### src/design/svt_pkg.sv
// System-control instruction unit: shared constants for the core and its helpers.
// Assumes a 16-bit flag word and a 32-bit classic Wishbone register bus.
package svt_pkg;
  // Register byte offsets
  localparam logic [7:0] ADR_INSTR = 8'h00;
  localparam logic [7:0] ADR_SRC = 8'h04;
  localparam logic [7:0] ADR_FLAG = 8'h08;
  localparam logic [7:0] ADR_RESULT = 8'h0c;
  localparam logic [7:0] ADR_VEC = 8'h10;
  localparam logic [7:0] ADR_SAVE = 8'h14;
  localparam logic [7:0] ADR_FSAVE = 8'h18;
  localparam logic [7:0] ADR_STAT = 8'h1c;
  localparam logic [7:0] ADR_MASK = 8'h20;
  // Instruction word fields
  localparam int OPC_LSB = 0;
  localparam int SEL_LSB = 4;
  localparam int IMM_LSB = 8;
  // Opcodes
  localparam logic [3:0] OP_BRK = 4'h0;
  localparam logic [3:0] OP_DEBUGGER_BREAK_INSTR = 4'h1;
  localparam logic [3:0] OP_FLAG_CLEAR_INSTR = 4'h2;
  localparam logic [3:0] OP_FLAG_SET_INSTR = 4'h3;
  localparam logic [3:0] OP_FAST_RETURN_FROM_EXCEPTION = 4'h4;
  localparam logic [3:0] OP_INT = 4'h5;
  localparam logic [3:0] OP_INTO = 4'h6;
  localparam logic [3:0] OP_LDC = 4'h7;
  localparam logic [3:0] OP_SET_PRIORITY_LEVEL_INSTR = 4'h8;
  localparam logic [3:0] OP_RETURN_FROM_EXCEPTION = 4'h9;
  localparam logic [3:0] OP_STC = 4'ha;
  localparam logic [3:0] OP_UND = 4'hb;
  // Flag register bit positions
  localparam int FLG_C = 0;
  localparam int FLG_D = 1;
  localparam int FLG_Z = 2;
  localparam int FLG_S = 3;
  localparam int FLG_B = 4;
  localparam int FLG_O = 5;
  localparam int FLG_I = 6;
  localparam int FLG_U = 7;
  localparam int IPL_LSB = 12;
  localparam logic [15:0] FLAG_RST = 16'h0000;
  // Dedicated register indices
  localparam logic [2:0] CR_FLG = 3'h5;
  localparam logic [2:0] CR_PC = 3'h6;
  // Fixed trap vectors
  localparam logic [7:0] VEC_UND = 8'h40;
  localparam logic [7:0] VEC_INTO = 8'h41;
  localparam logic [7:0] VEC_BRK = 8'h42;
  localparam logic [7:0] VEC_DEBUGGER_BREAK_INSTR = 8'h43;
  // Status and mask bits
  localparam int ST_TRAP = 0;
  localparam int ST_DECERR = 1;
  localparam int ST_RET = 2;
endpackage : svt_pkg

### src/design/svt_creg_file.sv
// Dedicated control register storage, eight 16-bit words.
// Assumes the caller never writes the flag or program counter slots.
`timescale 1ns/100ps
module svt_creg_file (
  input wire logic i_clk,
  input wire logic i_rst_n,
  input wire logic i_we,
  input wire logic [2:0] i_widx,
  input wire logic [15:0] i_wdat,
  input wire logic [2:0] i_ridx,
  output logic [15:0] o_rdat
);
  import svt_pkg::*;

  typedef struct packed {
    logic [7:0][15:0] regs;
  } svt_creg_t;

  svt_creg_t q;
  svt_creg_t d;

  // Next state: single write port
  always_comb begin
    d = q;
    if (i_we) begin
      d.regs[i_widx] = i_wdat;
    end
  end

  always_ff @(posedge i_clk) begin
    if (!i_rst_n) begin
      q <= '0;
    end else begin
      q <= d;
    end
  end

  // Read is combinational so the core can latch it in the same cycle
  assign o_rdat = q.regs[i_ridx];
endmodule : svt_creg_file

### src/design/svt_trap_vec.sv
// Trap decision and vector selection for the trap opcodes.
// Assumes opcode and immediate come straight from the instruction word.
`timescale 1ns/100ps
module svt_trap_vec (
  input wire logic [3:0] i_op,
  input wire logic [5:0] i_imm,
  input wire logic i_ovf,
  output logic o_take,
  output logic [7:0] o_vec
);
  import svt_pkg::*;

  // Pure decode, no state
  always_comb begin
    o_take = 1'b0;
    o_vec = 8'h00;
    case (i_op)
      OP_BRK: begin
        o_take = 1'b1; // RULE15
        o_vec = VEC_BRK;
      end
      OP_DEBUGGER_BREAK_INSTR: begin
        o_take = 1'b1;
        o_vec = VEC_DEBUGGER_BREAK_INSTR;
      end
      OP_INT: begin
        o_take = 1'b1;
        o_vec = {2'h0, i_imm}; // RULE5
      end
      OP_INTO: begin
        o_take = i_ovf; // RULE6
        o_vec = VEC_INTO;
      end
      OP_UND: begin
        o_take = 1'b1; // RULE13
        o_vec = VEC_UND;
      end
      default: begin
        o_take = 1'b0;
      end
    endcase
  end
endmodule : svt_trap_vec

### src/design/svt_core.sv
// System-control instruction unit: traps, returns, flag and control register ops.
// Assumes a classic Wishbone master, and interrupt-accept strobes from core logic.
// Function
// [RULE1] Debugger break is reserved for the debugger
// [RULE2] Flag clear zeroes only the selected flag
// [RULE3] Flag set ones only the selected flag
// [RULE4] Fast return restores state from fast entry
// [RULE5] Software trap vectors by its immediate number
// [RULE6] Overflow trap fires only when overflow set
// [RULE7] Control load copies source to named register
// [RULE8] Program counter never accepted as control register
// [RULE9] Priority load copies immediate into level field
// [RULE10] Software keeps priority immediate between 0, 7
// [RULE11] Exception return restores pre-interrupt flags
// [RULE12] Control store copies named register to result
// [RULE13] Undefined opcode trap raises its exception
// [RULE14] Taken traps clear stack, interrupt, debug flags
// [RULE15] Break trap is unconditional with its vector
`timescale 1ns/100ps
module svt_core (
  input wire logic i_clk,
  input wire logic i_rst_n,
  input wire logic i_wb_cyc,
  input wire logic i_wb_stb,
  input wire logic i_wb_we,
  input wire logic [7:0] i_wb_adr,
  input wire logic [3:0] i_wb_sel,
  input wire logic [31:0] i_wb_dat,
  output logic [31:0] o_wb_dat,
  output logic o_wb_ack,
  input wire logic i_irq_accept,
  input wire logic i_fast_accept,
  output logic o_trap_req,
  output logic [7:0] o_trap_vec,
  output logic o_irq
);
  import svt_pkg::*;

  typedef struct packed {
    logic ack;
    logic [31:0] rdat;
    logic [15:0] instr;
    logic [15:0] src;
    logic [15:0] flag;
    logic [15:0] result;
    logic [7:0] vec;
    logic trap;
    logic [15:0] save;
    logic [15:0] fsave;
    logic [2:0] stat;
    logic [2:0] mask;
    logic irq;
  } svt_core_t;

  svt_core_t q;
  svt_core_t d;

  logic req;
  logic exec;
  logic [3:0] op;
  logic [2:0] sel;
  logic [5:0] imm;
  logic take;
  logic [7:0] tvec;
  logic creg_we;
  logic [15:0] creg_rd;
  logic [2:0] ev;
  logic [15:0] w1c;

  // Byte-lane merge for 16-bit registers
  function automatic logic [15:0] wmerge(input logic [15:0] old_v, input logic [15:0] new_v,
                                         input logic [1:0] lanes);
    logic [15:0] r;
    r = old_v;
    if (lanes[0]) begin
      r[7:0] = new_v[7:0];
    end
    if (lanes[1]) begin
      r[15:8] = new_v[15:8];
    end
    return r;
  endfunction : wmerge

  // Bus request decode; ack follows one cycle after the strobe
  assign req = i_wb_cyc && i_wb_stb && !q.ack;
  // The instruction word only issues when both low lanes are written
  assign exec = req && i_wb_we && (i_wb_adr == ADR_INSTR) && (&i_wb_sel[1:0]);
  assign op = i_wb_dat[OPC_LSB +: 4];
  assign sel = i_wb_dat[SEL_LSB +: 3];
  assign imm = i_wb_dat[IMM_LSB +: 6];
  // Control load writes the storage file except the flag and PC slots
  assign creg_we = exec && (op == OP_LDC) && (sel != CR_PC) && (sel != CR_FLG); // RULE7 RULE8
  assign w1c = (req && i_wb_we && (i_wb_adr == ADR_STAT)) ?
               wmerge(16'h0000, i_wb_dat[15:0], i_wb_sel[1:0]) : 16'h0000;

  svt_trap_vec u_trap_vec (
    .i_op(op),
    .i_imm(imm),
    .i_ovf(q.flag[FLG_O]),
    .o_take(take),
    .o_vec(tvec)
  );

  svt_creg_file u_creg (
    .i_clk(i_clk),
    .i_rst_n(i_rst_n),
    .i_we(creg_we),
    .i_widx(sel),
    .i_wdat(q.src),
    .i_ridx(sel),
    .o_rdat(creg_rd)
  );

  // Next-state logic for bus, instruction execution and interrupt status
  always_comb begin
    d = q;
    ev = 3'h0;
    d.trap = 1'b0;
    d.ack = req;
    // Accepted interrupts snapshot the flags for the matching return
    if (i_irq_accept) begin
      d.save = q.flag;
    end
    if (i_fast_accept) begin
      d.fsave = q.flag; // RULE4
    end
    // Read data is captured with ack and held until the next read
    if (req && !i_wb_we) begin
      case (i_wb_adr)
        ADR_INSTR: d.rdat = {16'h0000, q.instr};
        ADR_SRC: d.rdat = {16'h0000, q.src};
        ADR_FLAG: d.rdat = {16'h0000, q.flag};
        ADR_RESULT: d.rdat = {16'h0000, q.result};
        ADR_VEC: d.rdat = {24'h000000, q.vec};
        ADR_SAVE: d.rdat = {16'h0000, q.save};
        ADR_FSAVE: d.rdat = {16'h0000, q.fsave};
        ADR_STAT: d.rdat = {29'h00000000, q.stat};
        ADR_MASK: d.rdat = {29'h00000000, q.mask};
        default: d.rdat = 32'h00000000;
      endcase
    end
    // Plain register writes; unmapped writes are acked and dropped
    if (req && i_wb_we) begin
      case (i_wb_adr)
        ADR_SRC: d.src = wmerge(q.src, i_wb_dat[15:0], i_wb_sel[1:0]);
        ADR_MASK: d.mask = 3'(wmerge({13'h0000, q.mask}, i_wb_dat[15:0], i_wb_sel[1:0]));
        default: d.src = d.src;
      endcase
    end
    // Instruction issue
    if (exec) begin
      d.instr = i_wb_dat[15:0];
      case (op)
        OP_FLAG_CLEAR_INSTR: d.flag[sel] = 1'b0; // RULE2
        OP_FLAG_SET_INSTR: d.flag[sel] = 1'b1; // RULE3
        OP_LDC: begin
          if (sel == CR_PC) begin
            ev[ST_DECERR] = 1'b1; // RULE8
          end else if (sel == CR_FLG) begin
            d.flag = q.src; // RULE7
          end
        end
        OP_STC: begin
          if (sel == CR_PC) begin
            ev[ST_DECERR] = 1'b1; // RULE8
          end else begin
            d.result = (sel == CR_FLG) ? q.flag : creg_rd; // RULE12
          end
        end
        // Range 0..7 is the software's duty; all three bits are copied as given
        OP_SET_PRIORITY_LEVEL_INSTR: d.flag[IPL_LSB +: 3] = imm[2:0]; // RULE9 RULE10
        OP_RETURN_FROM_EXCEPTION: begin
          d.flag = q.save; // RULE11
          ev[ST_RET] = 1'b1;
        end
        OP_FAST_RETURN_FROM_EXCEPTION: begin
          d.flag = q.fsave; // RULE4
          ev[ST_RET] = 1'b1;
        end
        // Debugger break is still decoded so a debugger can use it
        OP_BRK, OP_DEBUGGER_BREAK_INSTR, OP_INT, OP_INTO, OP_UND: d.trap = 1'b0; // RULE1
        default: ev[ST_DECERR] = 1'b1;
      endcase
      // Trap entry saves the flags for the return and masks the handler
      if (take) begin
        d.save = q.flag;
        d.flag[FLG_U] = 1'b0; // RULE14
        d.flag[FLG_I] = 1'b0; // RULE14
        d.flag[FLG_D] = 1'b0; // RULE14
        d.vec = tvec; // RULE5
        d.trap = 1'b1; // RULE13 RULE15
        ev[ST_TRAP] = 1'b1;
      end
    end
    // A new event wins over a same-cycle write-one-to-clear
    d.stat = (q.stat & ~w1c[2:0]) | ev;
    d.irq = |(d.stat & d.mask);
  end

  always_ff @(posedge i_clk) begin
    if (!i_rst_n) begin
      q <= '0;
      q.flag <= FLAG_RST;
    end else begin
      q <= d;
    end
  end

  // Outputs straight from flops
  assign o_wb_ack = q.ack;
  assign o_wb_dat = q.rdat;
  assign o_trap_req = q.trap;
  assign o_trap_vec = q.vec;
  assign o_irq = q.irq;

  // Checks on the execution paths
  property p_flag_clear_instr;
    @(posedge i_clk) disable iff (!i_rst_n)
    (exec && op == OP_FLAG_CLEAR_INSTR) |=> (q.flag[$past(sel)] == 1'b0);
  endproperty
  a_flag_clear_instr: assert property (p_flag_clear_instr) else $error("flag clear left bit set"); // RULE2

  property p_flag_set_instr;
    @(posedge i_clk) disable iff (!i_rst_n)
    (exec && op == OP_FLAG_SET_INSTR) |=> (q.flag == ($past(q.flag) | (16'h0001 << $past(sel))));
  endproperty
  a_flag_set_instr: assert property (p_flag_set_instr) else $error("flag set changed wrong bits"); // RULE3

  property p_fast_return_from_exception;
    @(posedge i_clk) disable iff (!i_rst_n)
    (exec && op == OP_FAST_RETURN_FROM_EXCEPTION) |=> (q.flag == $past(q.fsave)) && q.stat[ST_RET];
  endproperty
  a_fast_return_from_exception: assert property (p_fast_return_from_exception) else $error("fast return flags wrong"); // RULE4

  property p_int;
    @(posedge i_clk) disable iff (!i_rst_n)
    (exec && op == OP_INT) |=> o_trap_req && (o_trap_vec == {2'h0, $past(imm)}) ##1 !o_trap_req;
  endproperty
  a_int: assert property (p_int) else $error("software trap vector wrong"); // RULE5

  property p_into;
    @(posedge i_clk) disable iff (!i_rst_n)
    (exec && op == OP_INTO) |=> (o_trap_req == $past(q.flag[FLG_O]));
  endproperty
  a_into: assert property (p_into) else $error("overflow trap condition wrong"); // RULE6

  property p_ldc_pc;
    @(posedge i_clk) disable iff (!i_rst_n)
    (exec && (op == OP_LDC || op == OP_STC) && sel == CR_PC) |=>
      q.stat[ST_DECERR] && $stable(q.flag) ##1 (!q.mask[ST_DECERR] || o_irq);
  endproperty
  a_ldc_pc: assert property (p_ldc_pc) else $error("program counter accepted"); // RULE8

  property p_set_priority_level_instr;
    @(posedge i_clk) disable iff (!i_rst_n)
    (exec && op == OP_SET_PRIORITY_LEVEL_INSTR) |=> (q.flag[IPL_LSB +: 3] == $past(imm[2:0]));
  endproperty
  a_set_priority_level_instr: assert property (p_set_priority_level_instr) else $error("priority level not loaded"); // RULE9

  property p_return_from_exception;
    @(posedge i_clk) disable iff (!i_rst_n)
    (exec && op == OP_RETURN_FROM_EXCEPTION) |=> (q.flag == $past(q.save));
  endproperty
  a_return_from_exception: assert property (p_return_from_exception) else $error("return flags not restored"); // RULE11

  property p_und;
    @(posedge i_clk) disable iff (!i_rst_n)
    (exec && op == OP_UND) |=> o_trap_req && (o_trap_vec == VEC_UND);
  endproperty
  a_und: assert property (p_und) else $error("undefined trap not raised"); // RULE13

  property p_trap_flags;
    @(posedge i_clk) disable iff (!i_rst_n)
    o_trap_req |-> !q.flag[FLG_U] && !q.flag[FLG_I] && !q.flag[FLG_D];
  endproperty
  a_trap_flags: assert property (p_trap_flags) else $error("trap left flags set"); // RULE14

  property p_brk;
    @(posedge i_clk) disable iff (!i_rst_n)
    (exec && op == OP_BRK) |=> o_trap_req && (o_trap_vec == VEC_BRK) && q.stat[ST_TRAP];
  endproperty
  a_brk: assert property (p_brk) else $error("break trap not raised"); // RULE15

  property p_ack;
    @(posedge i_clk) disable iff (!i_rst_n)
    (i_wb_cyc && i_wb_stb && !o_wb_ack) |=> o_wb_ack ##1 !o_wb_ack;
  endproperty
  a_ack: assert property (p_ack) else $error("bus ack timing wrong");

  // Main scenarios
  c_trap: cover property (@(posedge i_clk) disable iff (!i_rst_n) exec && take);
  c_ret: cover property (@(posedge i_clk) disable iff (!i_rst_n) exec && op == OP_RETURN_FROM_EXCEPTION);
  c_irq: cover property (@(posedge i_clk) disable iff (!i_rst_n) $rose(o_irq));
endmodule : svt_core

### config.mk
export PLATFORM = sky130hd
export DESIGN_NAME = svt_core
export DESIGN_NICKNAME = d
export VERILOG_FILES = /design/src/design/svt_pkg.sv /design/src/design/svt_creg_file.sv /design/src/design/svt_trap_vec.sv /design/src/design/svt_core.sv
export SDC_FILE = /design/constraint.sdc
export NUM_CORES = 1
export LEC_CHECK = 0
export BUFFER_PORTS_ARGS = -buffer_cell sky130_fd_sc_hd__clkbuf_2
export CAP_MARGIN = 20
export CORE_MARGIN = 2
export CORE_UTILIZATION = 30
export DETAILED_ROUTE_END_ITERATION = 8
export PLACE_DENSITY = 0.44
export SYNTH_ARGS = -nofsm -noshare
export SYNTH_HDL_FRONTEND = slang
export SYNTH_SLANG_ARGS = --single-unit
### constraint.sdc
create_clock -name i_clk -period 5.6 [get_ports i_clk]
set_input_delay 0.28 -clock i_clk [delete_from_list [all_inputs] [get_ports i_clk]]
set_output_delay 0.28 -clock i_clk [all_outputs]
set_load 0.1 [all_outputs]
==> out/qor.csv, run 1 <==
metric;value;unit
fraction of registers with async set/reset;0;
DR vias;9618;
GR met2 Demand/Resource;0.3310;
Top Family by Delay on Critical Path;simple AND/OR/NAND/NOR gates;
vias in the first global route;9222;
GR peak layer;met2;
synthesized flop and latch total;240;
Leak;4.472;nW
CTS Buf Count;29;
hold_ws;11.10;ps
ordered list of cells on the worst path;nand4b_1, or4_1, buf_4, or4_1, a2111o_1, a21oi_1;
VDD IR-drop max;0.1540;mV
worst setup path category;reg -> reg;
number of antenna violations at the first check in global routing;0;
PostCTS Resize Cnt;0;
core outline area;37400;sq um
Max Cap Violations;0;
Hold Path Class;in -> reg;
DP Wirelength;24.98;mm
Final Cycle Share;0.5431;
ANT nets after route;0;
Post-synth EDFFs;0;
Least-Margin Pin Slew;1028;ps
Worst Path Buf+Inv;1;
n_diodes;0;
Port Buffer Count;58;
Synth area leaders;dfxtp_1 42%, nand2_1 10%, a21oi_1 6.6%, mux2i_1 6.6%, mux4_2 4.0%;
Routed WL;38.80;mm
largest net degree at the start of global routing;88;
cell count after synthesis;1360;
relative slew slack;0.3125;
Clk Latency, worst-skew pair;550;ps
pins over their slew limit;0;
H-tree lvl count;1;
PwrDens;301.5;nW/um^2
Startpoint Class;flop;
final setup TNS;0;ps
share of layout cells above drive strength 1;0.1347;
Synth Area in XOR/XNOR;0;
gr ovfl total;0;
CTS tree;yes;
Clock Sink Count;240;
met1 GRT Util;0.2749;
die width;198.1;microns
synthesized area;11310;sq um
combinational family with the most area after synthesis;simple AND/OR/NAND/NOR gates;
simple-gate portion of the synthesized area;0.2058;
Boundary Pins;94;
Max Fclk;0.3288;GHz
# rows;71;
worst clock skew;8.295;ps
Clk pin slew, worst setup/hold paths;60;ps
critical path's largest stage delay;890;ps
arrival time worst endpoint;3510;ps
status;completed;
Root Buffer;clkbuf_16;
post-synthesis mux area share;0.1213;
vias per cell;5.165;
Routed wire per std cell;20.84;microns
Slowest-stage cell, CP;or4_1;
yosys warns;0;
crit path max fanout;25;
post-layout min period;3041;ps
Synth Area in Adders;0;
Crit path top cell by count;or4_1;
RSZ-0062 raised after global routing;no;
first-pass GRT wire length;59.16;mm
DR DRC count;0;
final core occ;0.3406;
Mapped Avg Cell Area;8.314;sq um
drt first-iter violations;677;
top cell type's share of synthesized area;0.4249;
cell taking the most area after synthesis;dfxtp_1;
Req. time, crit path;6070;ps
Starting Density;0.3023;
CTS Buffer Depth;3;
Die Ht;198.1;microns
Compound-Gate Fraction of Synth Area;0.1774;
final setup vio count;0;
sequential area share after synthesis;0.4249;
Worst setup EP type;flop;
Hold Fails Final Rpt;0;
P&R area growth vs syn;12.67;%
Routability Congestion;0.8299;
Die ar.;39260;sq um
final net count;1380;
GRT met3 Usage;0.02214;
GRT Overall Usage;0.1978;
Main synth FF type;dfxtp_1;
Initial DRT Pass Iterations;5;
post-synthesis cell type count;63;
[logic make-up after synthesis]
family,after synthesis
mux,110
other cells,1
compound gates,318
simple gates,522
buf+inv,169
flops,240
[cell type report]
cell class	count	area (sq um)
Tap cell	511	639.4
Inverter	6	25.02
Fill cell	3910	24660
Timing Repair Buffer	85	503.0
Sequential cell	240	4805
Clock inverter	7	63.81
Clock buffer	46	889.6
Multi-Input combinational cell	967	5814
[worst min-delay path: cells and delay by family]
family | cells | cell delay, ps
buf+inv | 1 | 110
simple gates | 1 | 60
compound gates | 1 | 50
[synth_stat cells (3+ instances only)]
master	number
and3b_1	3
or3_1	3
o211ai_1	10
a221oi_1	5
nand2b_1	14
a32o_1	4
clkbuf_1	101
or4_1	3
a31oi_1	9
nor2b_1	8
a222oi_1	14
mux2_2	16
a22o_1	9
a22oi_1	29
buf_2	7
or2_2	4
inv_1	5
nor3_1	4
o22ai_1	13
and2_1	22
nand2_1	310
o21ai_0	32
o31ai_1	9
dfxtp_1	240
a211oi_1	5
mux4_2	20
and3_1	11
o221ai_1	5
a21oi_1	149
buf_1	14
buf_4	40
nand3_1	17
nand3b_1	4
a32oi_1	8
nor2_1	88
nor4_1	3
nand4_1	7
mux2i_1	74
nor3b_1	7
[layer usage]
layer | vias up | wire length, microns
met3 | 47 | 1564
met5 | - | 0
met4 | 0 | 642
li1 | 4657 | -
met1 | 4700 | 18520
met2 | 214 | 18070
[where the power goes]
part           total [mW]  internal [mW]  switching (mW)
sequential           1.71           1.71        0.000310
combinational       0.250         0.0528           0.197
clock                1.88           1.13           0.757
[sequential cells by signal, indices dropped and copies added (netlist names)]
signal / flops
o_irq: 1
o_trap_req: 1
o_trap_vec: 7
o_wb_ack: 1
o_wb_dat: 16
q: 102
u_creg.q: 112
[through the flow]
| stage | instance area [sq um] | setup slack (ps) | total power [mW] | cells |
|---|---|---|---|---|
| after floorplan | 11370 | 2843 | 1.927 | 1376 |
| after global placement | 11750 | 2222 | 1.996 | 1805 |
| after detailed placement | 11750 | 2220 | 1.995 | 1805 |
| after CTS | 12740 | 2526 | 3.882 | 1862 |
| after global routing | 12740 | 2387 | 3.973 | 1862 |
| final | 12740 | 2559 | 3.841 | 1862 |
[what timing repair did]
action                                 CTS  global route
hold buffers                             4             0
setup buffers                            0             0
endpoints found under the hold margin    6             0
[path summary, 6_finish.rpt]
check / depth (start not counted) / to / slack, ps / startpoint
max: 6 / q[58] / 2560 / o_wb_ack
min: 3 / q[103] / 10 / i_wb_dat[7]
max reg2reg: 6 / q[58] / 2560 / o_wb_ack
min reg2reg: 2 / q[56] / 450 / q[56]
[placed cells by master (no fill, tap or decap), types with 11 or more instances in the layout]
cell       count
a21oi_1      149
dfxtp_1      240
nand3_1       17
mux2_2        16
clkbuf_16     29
conb_1        17
nand2_1      310
and2_1        22
and3_1        11
clkbuf_2      57
nor2_1        87
a222oi_1      14
nand2b_1      14
buf_4         23
mux4_2        20
o22ai_1       13
mux2i_1       74
o21ai_0       32
a22oi_1       29
Power figures use the tool's default switching activity.
==> run 2: changes to the inputs <==
clock period = 2.9 ns   (was 5.6 ns; I/O delays follow)
==> run 2 against run 1 <==
  * Sequential power is 93% higher
  * Core utilization is 1.3 points higher
  * Worst hold slack better by 10 ps
  * Largest power group unchanged
  * Via count is 2.5% higher
  * Highest routed layer unchanged
  * Cell count is 2.9% higher
  * Largest cell class unchanged
==> out/qor.csv, run 2 (synthesis gave the netlist of run 1 again) <==
metric;value;unit;change
Root Buffer;clkbuf_16;;
worst setup path category;reg -> reg;;
Hold Fails Final Rpt;0;;unchanged
HP Start;i_wb_dat[2];;
gr ovfl total;0;;unchanged
PwrDens;566.1;nW/um^2;+88%
Max Fclk;0.4225;GHz;+29%
Clk Latency, worst-skew pair;560;ps;about the same
reg-to-reg slack, setup;530;ps;-2030 ps
relative slew slack;0.4057;;+0.09328
pins over their slew limit;0;;unchanged
DR vias;9856;;+2.5%
final setup vio count;0;;unchanged
Clk pin slew, worst setup/hold paths;60;ps;about the same
Routed wire per std cell;20.48;microns;-1.7%
ANT nets after route;0;;unchanged
Final Cycle Share;0.8161;;+0.2730
final net count;1433;;+3.8%
number of antenna violations at the first check in global routing;0;;unchanged
H-tree lvl count;1;;unchanged
DP Wirelength;25.87;mm;+3.5%
postcts setup bufs;0;;unchanged
path depth of the worst reg2reg path;7;;+1
Routed WL;39.24;mm;+1.1%
status;completed;;
Boundary Pins;94;;unchanged
post-layout min period;2367;ps;-674.6 ps
P&R area growth vs syn;16.90;%;
VDD IR-drop max;0.3206;mV;+110%
# rows;71;;unchanged
core outline area;37400;sq um;unchanged
most frequent cells in the layout;310 x nand2_1, 240 x dfxtp_1, 149 x a21oi_1, 87 x nor2_1, 74 x mux2i_1;;
Clock Sink Count;240;;unchanged
Startpoint Class;flop;;
arrival time worst endpoint;2860;ps;-650 ps
share of layout cells above drive strength 1;0.1609;;+0.02614
Hold Path End;q[98];;
Most flops, register;u_creg.q;;
Starting Density;0.3023;;unchanged
commonest non-fill, non-tap cell in the layout;nand2_1;;
Die Ht;198.1;microns;unchanged
Hold Path Cell Cnt;3;;unchanged
Hold Path Class;in -> reg;;
Routability Congestion;0.8220;;-0.95%
Die ar.;39260;sq um;unchanged
DR DRC count;0;;unchanged
hold_ws;21.53;ps;+10.42 ps
Least-Margin Pin Slew;888.1;ps;-140.3 ps
largest net degree at the start of global routing;106;;+20%
Req. time, crit path;3390;ps;-2680 ps
CTS tree;yes;;
Largest register FFs;112;;unchanged
Total Power;7.483;mW;+95%
worst r2r dst;o_trap_vec[0];;
n_diodes;0;;unchanged
worst clock skew;16.17;ps;+7.878 ps
Port Buffer Count;58;;unchanged
Worst setup EP type;flop;;
Leak;4.717;nW;+5.5%
drt first-iter violations;736;;+8.7%
CTS Buffer Depth;3;;unchanged
first-pass GRT wire length;59.57;mm;+0.69%
crit path max fanout;24;;-4.0%
vias in the first global route;9285;;+0.68%
vias per cell;5.144;;-0.41%
final setup TNS;0;ps;unchanged
final core occ;0.3534;;+0.01278
Max Cap Violations;0;;unchanged
GRT Overall Usage;0.1988;;+0.0009411
Fill cells;3956;;+1.2%
Initial DRT Pass Iterations;6;;+1
r2r startpoint;o_wb_ack;;
die width;198.1;microns;unchanged
RSZ-0062 raised after global routing;no;;
CTS Buf Count;30;;+3.4%
## run 2: through the flow
step | std cells | area (sq um) | worst slack [ps]
after floorplan | 1376 | 11370 | 143.0
after global placement | 1847 | 12090 | 139.7
after detailed placement | 1847 | 12090 | 106.6
after CTS | 1916 | 13220 | 526.1
after global routing | 1916 | 13220 | 407.2
final | 1916 | 13220 | 533.2
## run 2: cell type report
cell class | instances | area, sq um | area share
multi-input combinational | 967 | 5797 | 0.4386
timing repair buffer | 137 | 968.4 | 0.07327
clock buffer | 47 | 924.6 | 0.06995
sequential | 240 | 4805 | 0.3635
tap | 511 | 639.4 | 0.04837
clock inverter | 8 | 58.81 | 0.004449
inverter | 6 | 25.02 | 0.001893
## run 2: worst max-delay path, stage by stage, from the launching register on
cell,delay [ps]
dfxtp_1,320
nand4b_1,200
or4_1,530
buf_4,310
a21oi_1,200
buf_4,220
or3b_1,370
a21oi_1,130
## run 2: where the power goes
part           total (mW)  switching, mW  leakage, nW  internal (mW)
Clock                3.66           1.49        0.491           2.18
Combinational       0.520          0.387         2.29          0.133
Sequential           3.30       0.000573         1.93           3.30
Total                7.48           1.87         4.72           5.61
## run 2: worst max path at each step
stage,cells past startpoint,endpoint,startpoint
2_1_floorplan,8,q[53],o_wb_ack
3_3_place_gp,8,o_trap_vec[0],i_wb_adr[7]
3_5_place_dp,8,o_trap_vec[0],i_wb_adr[7]
4_1_cts,7,o_trap_vec[0],o_wb_ack
5_1_grt,9,o_trap_vec[0],i_wb_we
6_report,7,o_trap_vec[0],o_wb_ack
## run 2: repair_timing
action                                 CTS  global route
gates resized for setup                  0             0
endpoints found under the hold margin   27             0
hold buffers                            14             0
## run 2: layer usage
metal  vias to the layer above  GRT usage  wire, microns
met2                       245     0.3303          18130
met1                      4796     0.2749          18700
met5                         -          0              0
li1                       4764          -              -
met3                        51    0.02282           1648
met4                         0    0.04706            767
==> run 3: changes to the inputs <==
PLACE_DENSITY = 0.45   (was 0.44)
clock period = 1.9 ns   (was 2.9 ns; I/O delays follow)
==> run 3 against run 2 <==
  * The flow now finishes with violations (negative setup slack)
  * Power increased by 61%
  * Critical path depth unchanged
  * Clock-buffer cell count decreased by 10
  * Setup slack got worse by 700 ps
  * Combinational power increased by 71%
  * Clock power increased by 68%
  * Sequential share of layout area decreased by 3.1 points
  * Register-to-register slack got worse by 700 ps
  * Routed wire length increased by 4.8%
  * Final area increased by 9.3%
  * Critical path type unchanged
  * Largest cell class unchanged
  * Highest routed layer unchanged
==> out/qor.csv, run 3 (synthesis gave the netlist of run 1 again) <==
metric;value;unit;change
Worst Path Buf+Inv;2;;unchanged
status;complete, but fails checks;;
final setup vio count;140;;+140
Worst setup EP type;flop;;
placed instance area;12880;sq um;+6.5%
Hold Fails Final Rpt;0;;unchanged
Req. time, crit path;2380;ps;-1010 ps
largest net degree at the start of global routing;109;;+2.8%
Largest register FFs;112;;unchanged
Top Family by Delay on Critical Path;simple AND/OR/NAND/NOR gates;;
sw frac;0.2419;;-0.008375
PwrDens;834.7;nW/um^2;+47%
H-tree lvl count;1;;unchanged
Hold Path Class;in -> reg;;
DR DRC count;0;;unchanged
ANT nets after route;0;;unchanged
Fill cells;3800;;-3.9%
CTS Buf Count;29;;-3.3%
worst setup path category;reg -> reg;;
Startpoint Class;flop;;
Root Buffer;clkbuf_16;;
Clk Latency, worst-skew pair;550;ps;about the same
Die Ht;198.1;microns;unchanged
final net count;1511;;+5.4%
Initial DRT Pass Iterations;5;;-1
post-route cell area;14450;sq um;+9.3%
Routed WL;41.11;mm;+4.8%
switching pwr;2.918;mW;+56%
GRT Overall Usage;0.2088;;+0.01000
vias in the first global route;9954;;+7.2%
worst clock skew;7.946;ps;-8.226 ps
arrival time worst endpoint;2540;ps;-320 ps
pins over their slew limit;0;;unchanged
post-layout min period;2062;ps;-304.5 ps
core outline area;37400;sq um;unchanged
Final Cycle Share;1.085;;+0.2693
Max Cap Violations;0;;unchanged
Most flops, register;u_creg.q;;
n_diodes;0;;unchanged
P&R area growth vs syn;27.82;%;
final core occ;0.3864;;+0.03302
CTS Buffer Depth;3;;unchanged
drt first-iter violations;715;;-2.9%
Max Fclk;0.4849;GHz;+15%
RSZ-0062 raised after global routing;yes;;
VDD IR-drop max;0.5552;mV;+73%
commonest non-fill, non-tap cell in the layout;nand2_1;;
Clock Sink Count;240;;unchanged
# rows;71;;unchanged
DP Wirelength;27.86;mm;+7.7%
critical path's largest stage delay;520;ps;about the same
setup slack after layout;-162.3;ps;-695.5 ps
Starting Density;0.3023;;unchanged
ordered list of cells on the worst path;nand4b_1, or4_4, buf_4, a21oi_4, buf_6, or3b_1, a21oi_1;;
failing checks;negative setup slack;;
cell-internal power;9.145;mW;+63%
Slowest-stage cell, CP;or4_4;;
gr ovfl total;0;;unchanged
Boundary Pins;94;;unchanged
Port Buffer Count;58;;unchanged
number of antenna violations at the first check in global routing;0;;unchanged
CTS tree;yes;;
Clk pin slew, worst setup/hold paths;60;ps;about the same
Comb pwr share;0.074;;+0.004
Routed wire per std cell;20.62;microns;+0.65%
Routability Congestion;0.8454;;+2.8%
first-pass GRT wire length;62.84;mm;+5.5%
Die ar.;39260;sq um;unchanged
most frequent cells in the layout;302 x nand2_1, 239 x dfxtp_1, 142 x a21oi_1, 100 x buf_4, 84 x nor2_1;;
DR vias;10170;;+3.2%
Least-Margin Pin Slew;728.3;ps;-159.8 ps
relative slew slack;0.5141;;+0.1084
share of layout cells above drive strength 1;0.2347;;+0.07381
sequential share of power;0.417;;-0.024
vias per cell;5.100;;-0.85%
crit path max fanout;5;;-79%
die width;198.1;microns;unchanged
Leak;5.356;nW;+14%
clock power share;0.509;;+0.019
run 3: cell count changes in the layout (fill, tap and decap cells not counted), moves of 6 or more:
cell	delta
a21oi_1	-7
buf_12	+17
buf_4	+39
buf_6	+16
bufinv_16	+6
nand2_1	-8
nand2_2	+6
run 3: power by group through the flow:
stage | Clock (mW) | Sequential, mW | Combinational, mW
floorplan | 0 | 5.15 | 0.535
global placement | 0 | 5.14 | 0.855
detailed placement | 0 | 5.14 | 0.857
CTS | 6.25 | 5.03 | 0.887
global route | 6.47 | 5.03 | 0.944
finish | 6.14 | 5.03 | 0.889
run 3: per-stage QoR:
step	worst slack (ps)	instances	power (mW)	hold WS, ps	setup TNS, ps
2_1_floorplan	-432.3	1376	5.685	231.0	-36210
3_3_place_gp	-477.5	1915	5.999	349.1	-59080
3_5_place_dp	-467.3	1916	6.001	352.1	-54010
4_1_cts	-163.0	1988	12.17	7.885	-11280
5_1_grt	-217.5	1994	12.45	29.75	-21680
6_report	-162.3	1994	12.06	12.34	-11200
run 3: layout make-up:
| class | instances | area [sq um] | area share |
|---|---|---|---|
| multi-input combinational | 967 | 5989 | 0.4144 |
| sequential | 240 | 4808 | 0.3327 |
| timing repair buffer | 216 | 1932 | 0.1337 |
| clock buffer | 37 | 815.8 | 0.05645 |
| tap | 511 | 639.4 | 0.04424 |
| clock inverter | 17 | 242.7 | 0.01680 |
| inverter | 6 | 25.02 | 0.001731 |
run 3: path summary, 6_finish.rpt:
kind | endpoint | depth (start not counted) | from | slack, ps
setup / recovery | o_trap_vec[0] | 7 | o_wb_ack | -160
hold reg to reg | u_creg.q[14] | 2 | u_creg.q[14] | 450
hold / removal | q[96] | 4 | i_wb_dat[0] | 10
setup reg to reg | o_trap_vec[0] | 7 | o_wb_ack | -160
run 3: what timing repair did:
| item | 4_1_cts | 5_1_grt |
|---|---|---|
| resized for setup | 36 | 32 |
| gates cloned | 2 | 2 |
| setup buffers | 3 | 5 |
| setup endpoints to repair | 131 | 147 |
| hold endpoints to repair | 28 | 0 |
| pin swaps | 5 | 12 |
| hold buffers | 14 | 0 |
run 3: tightest hold or removal path: cells and delay by family:
family | cells | cell delay (ps)
buffers and inverters | 2 | 320
and+or+nand+nor | 1 | 40
AOI/OAI and AO/OA | 1 | 60
run 3: layer usage:
layer  track usage  routed length (microns)
met4       0.03202                      617
met2        0.3593                    19640
met3       0.02180                     1694
met5             0                        0
met1        0.2867                    19160
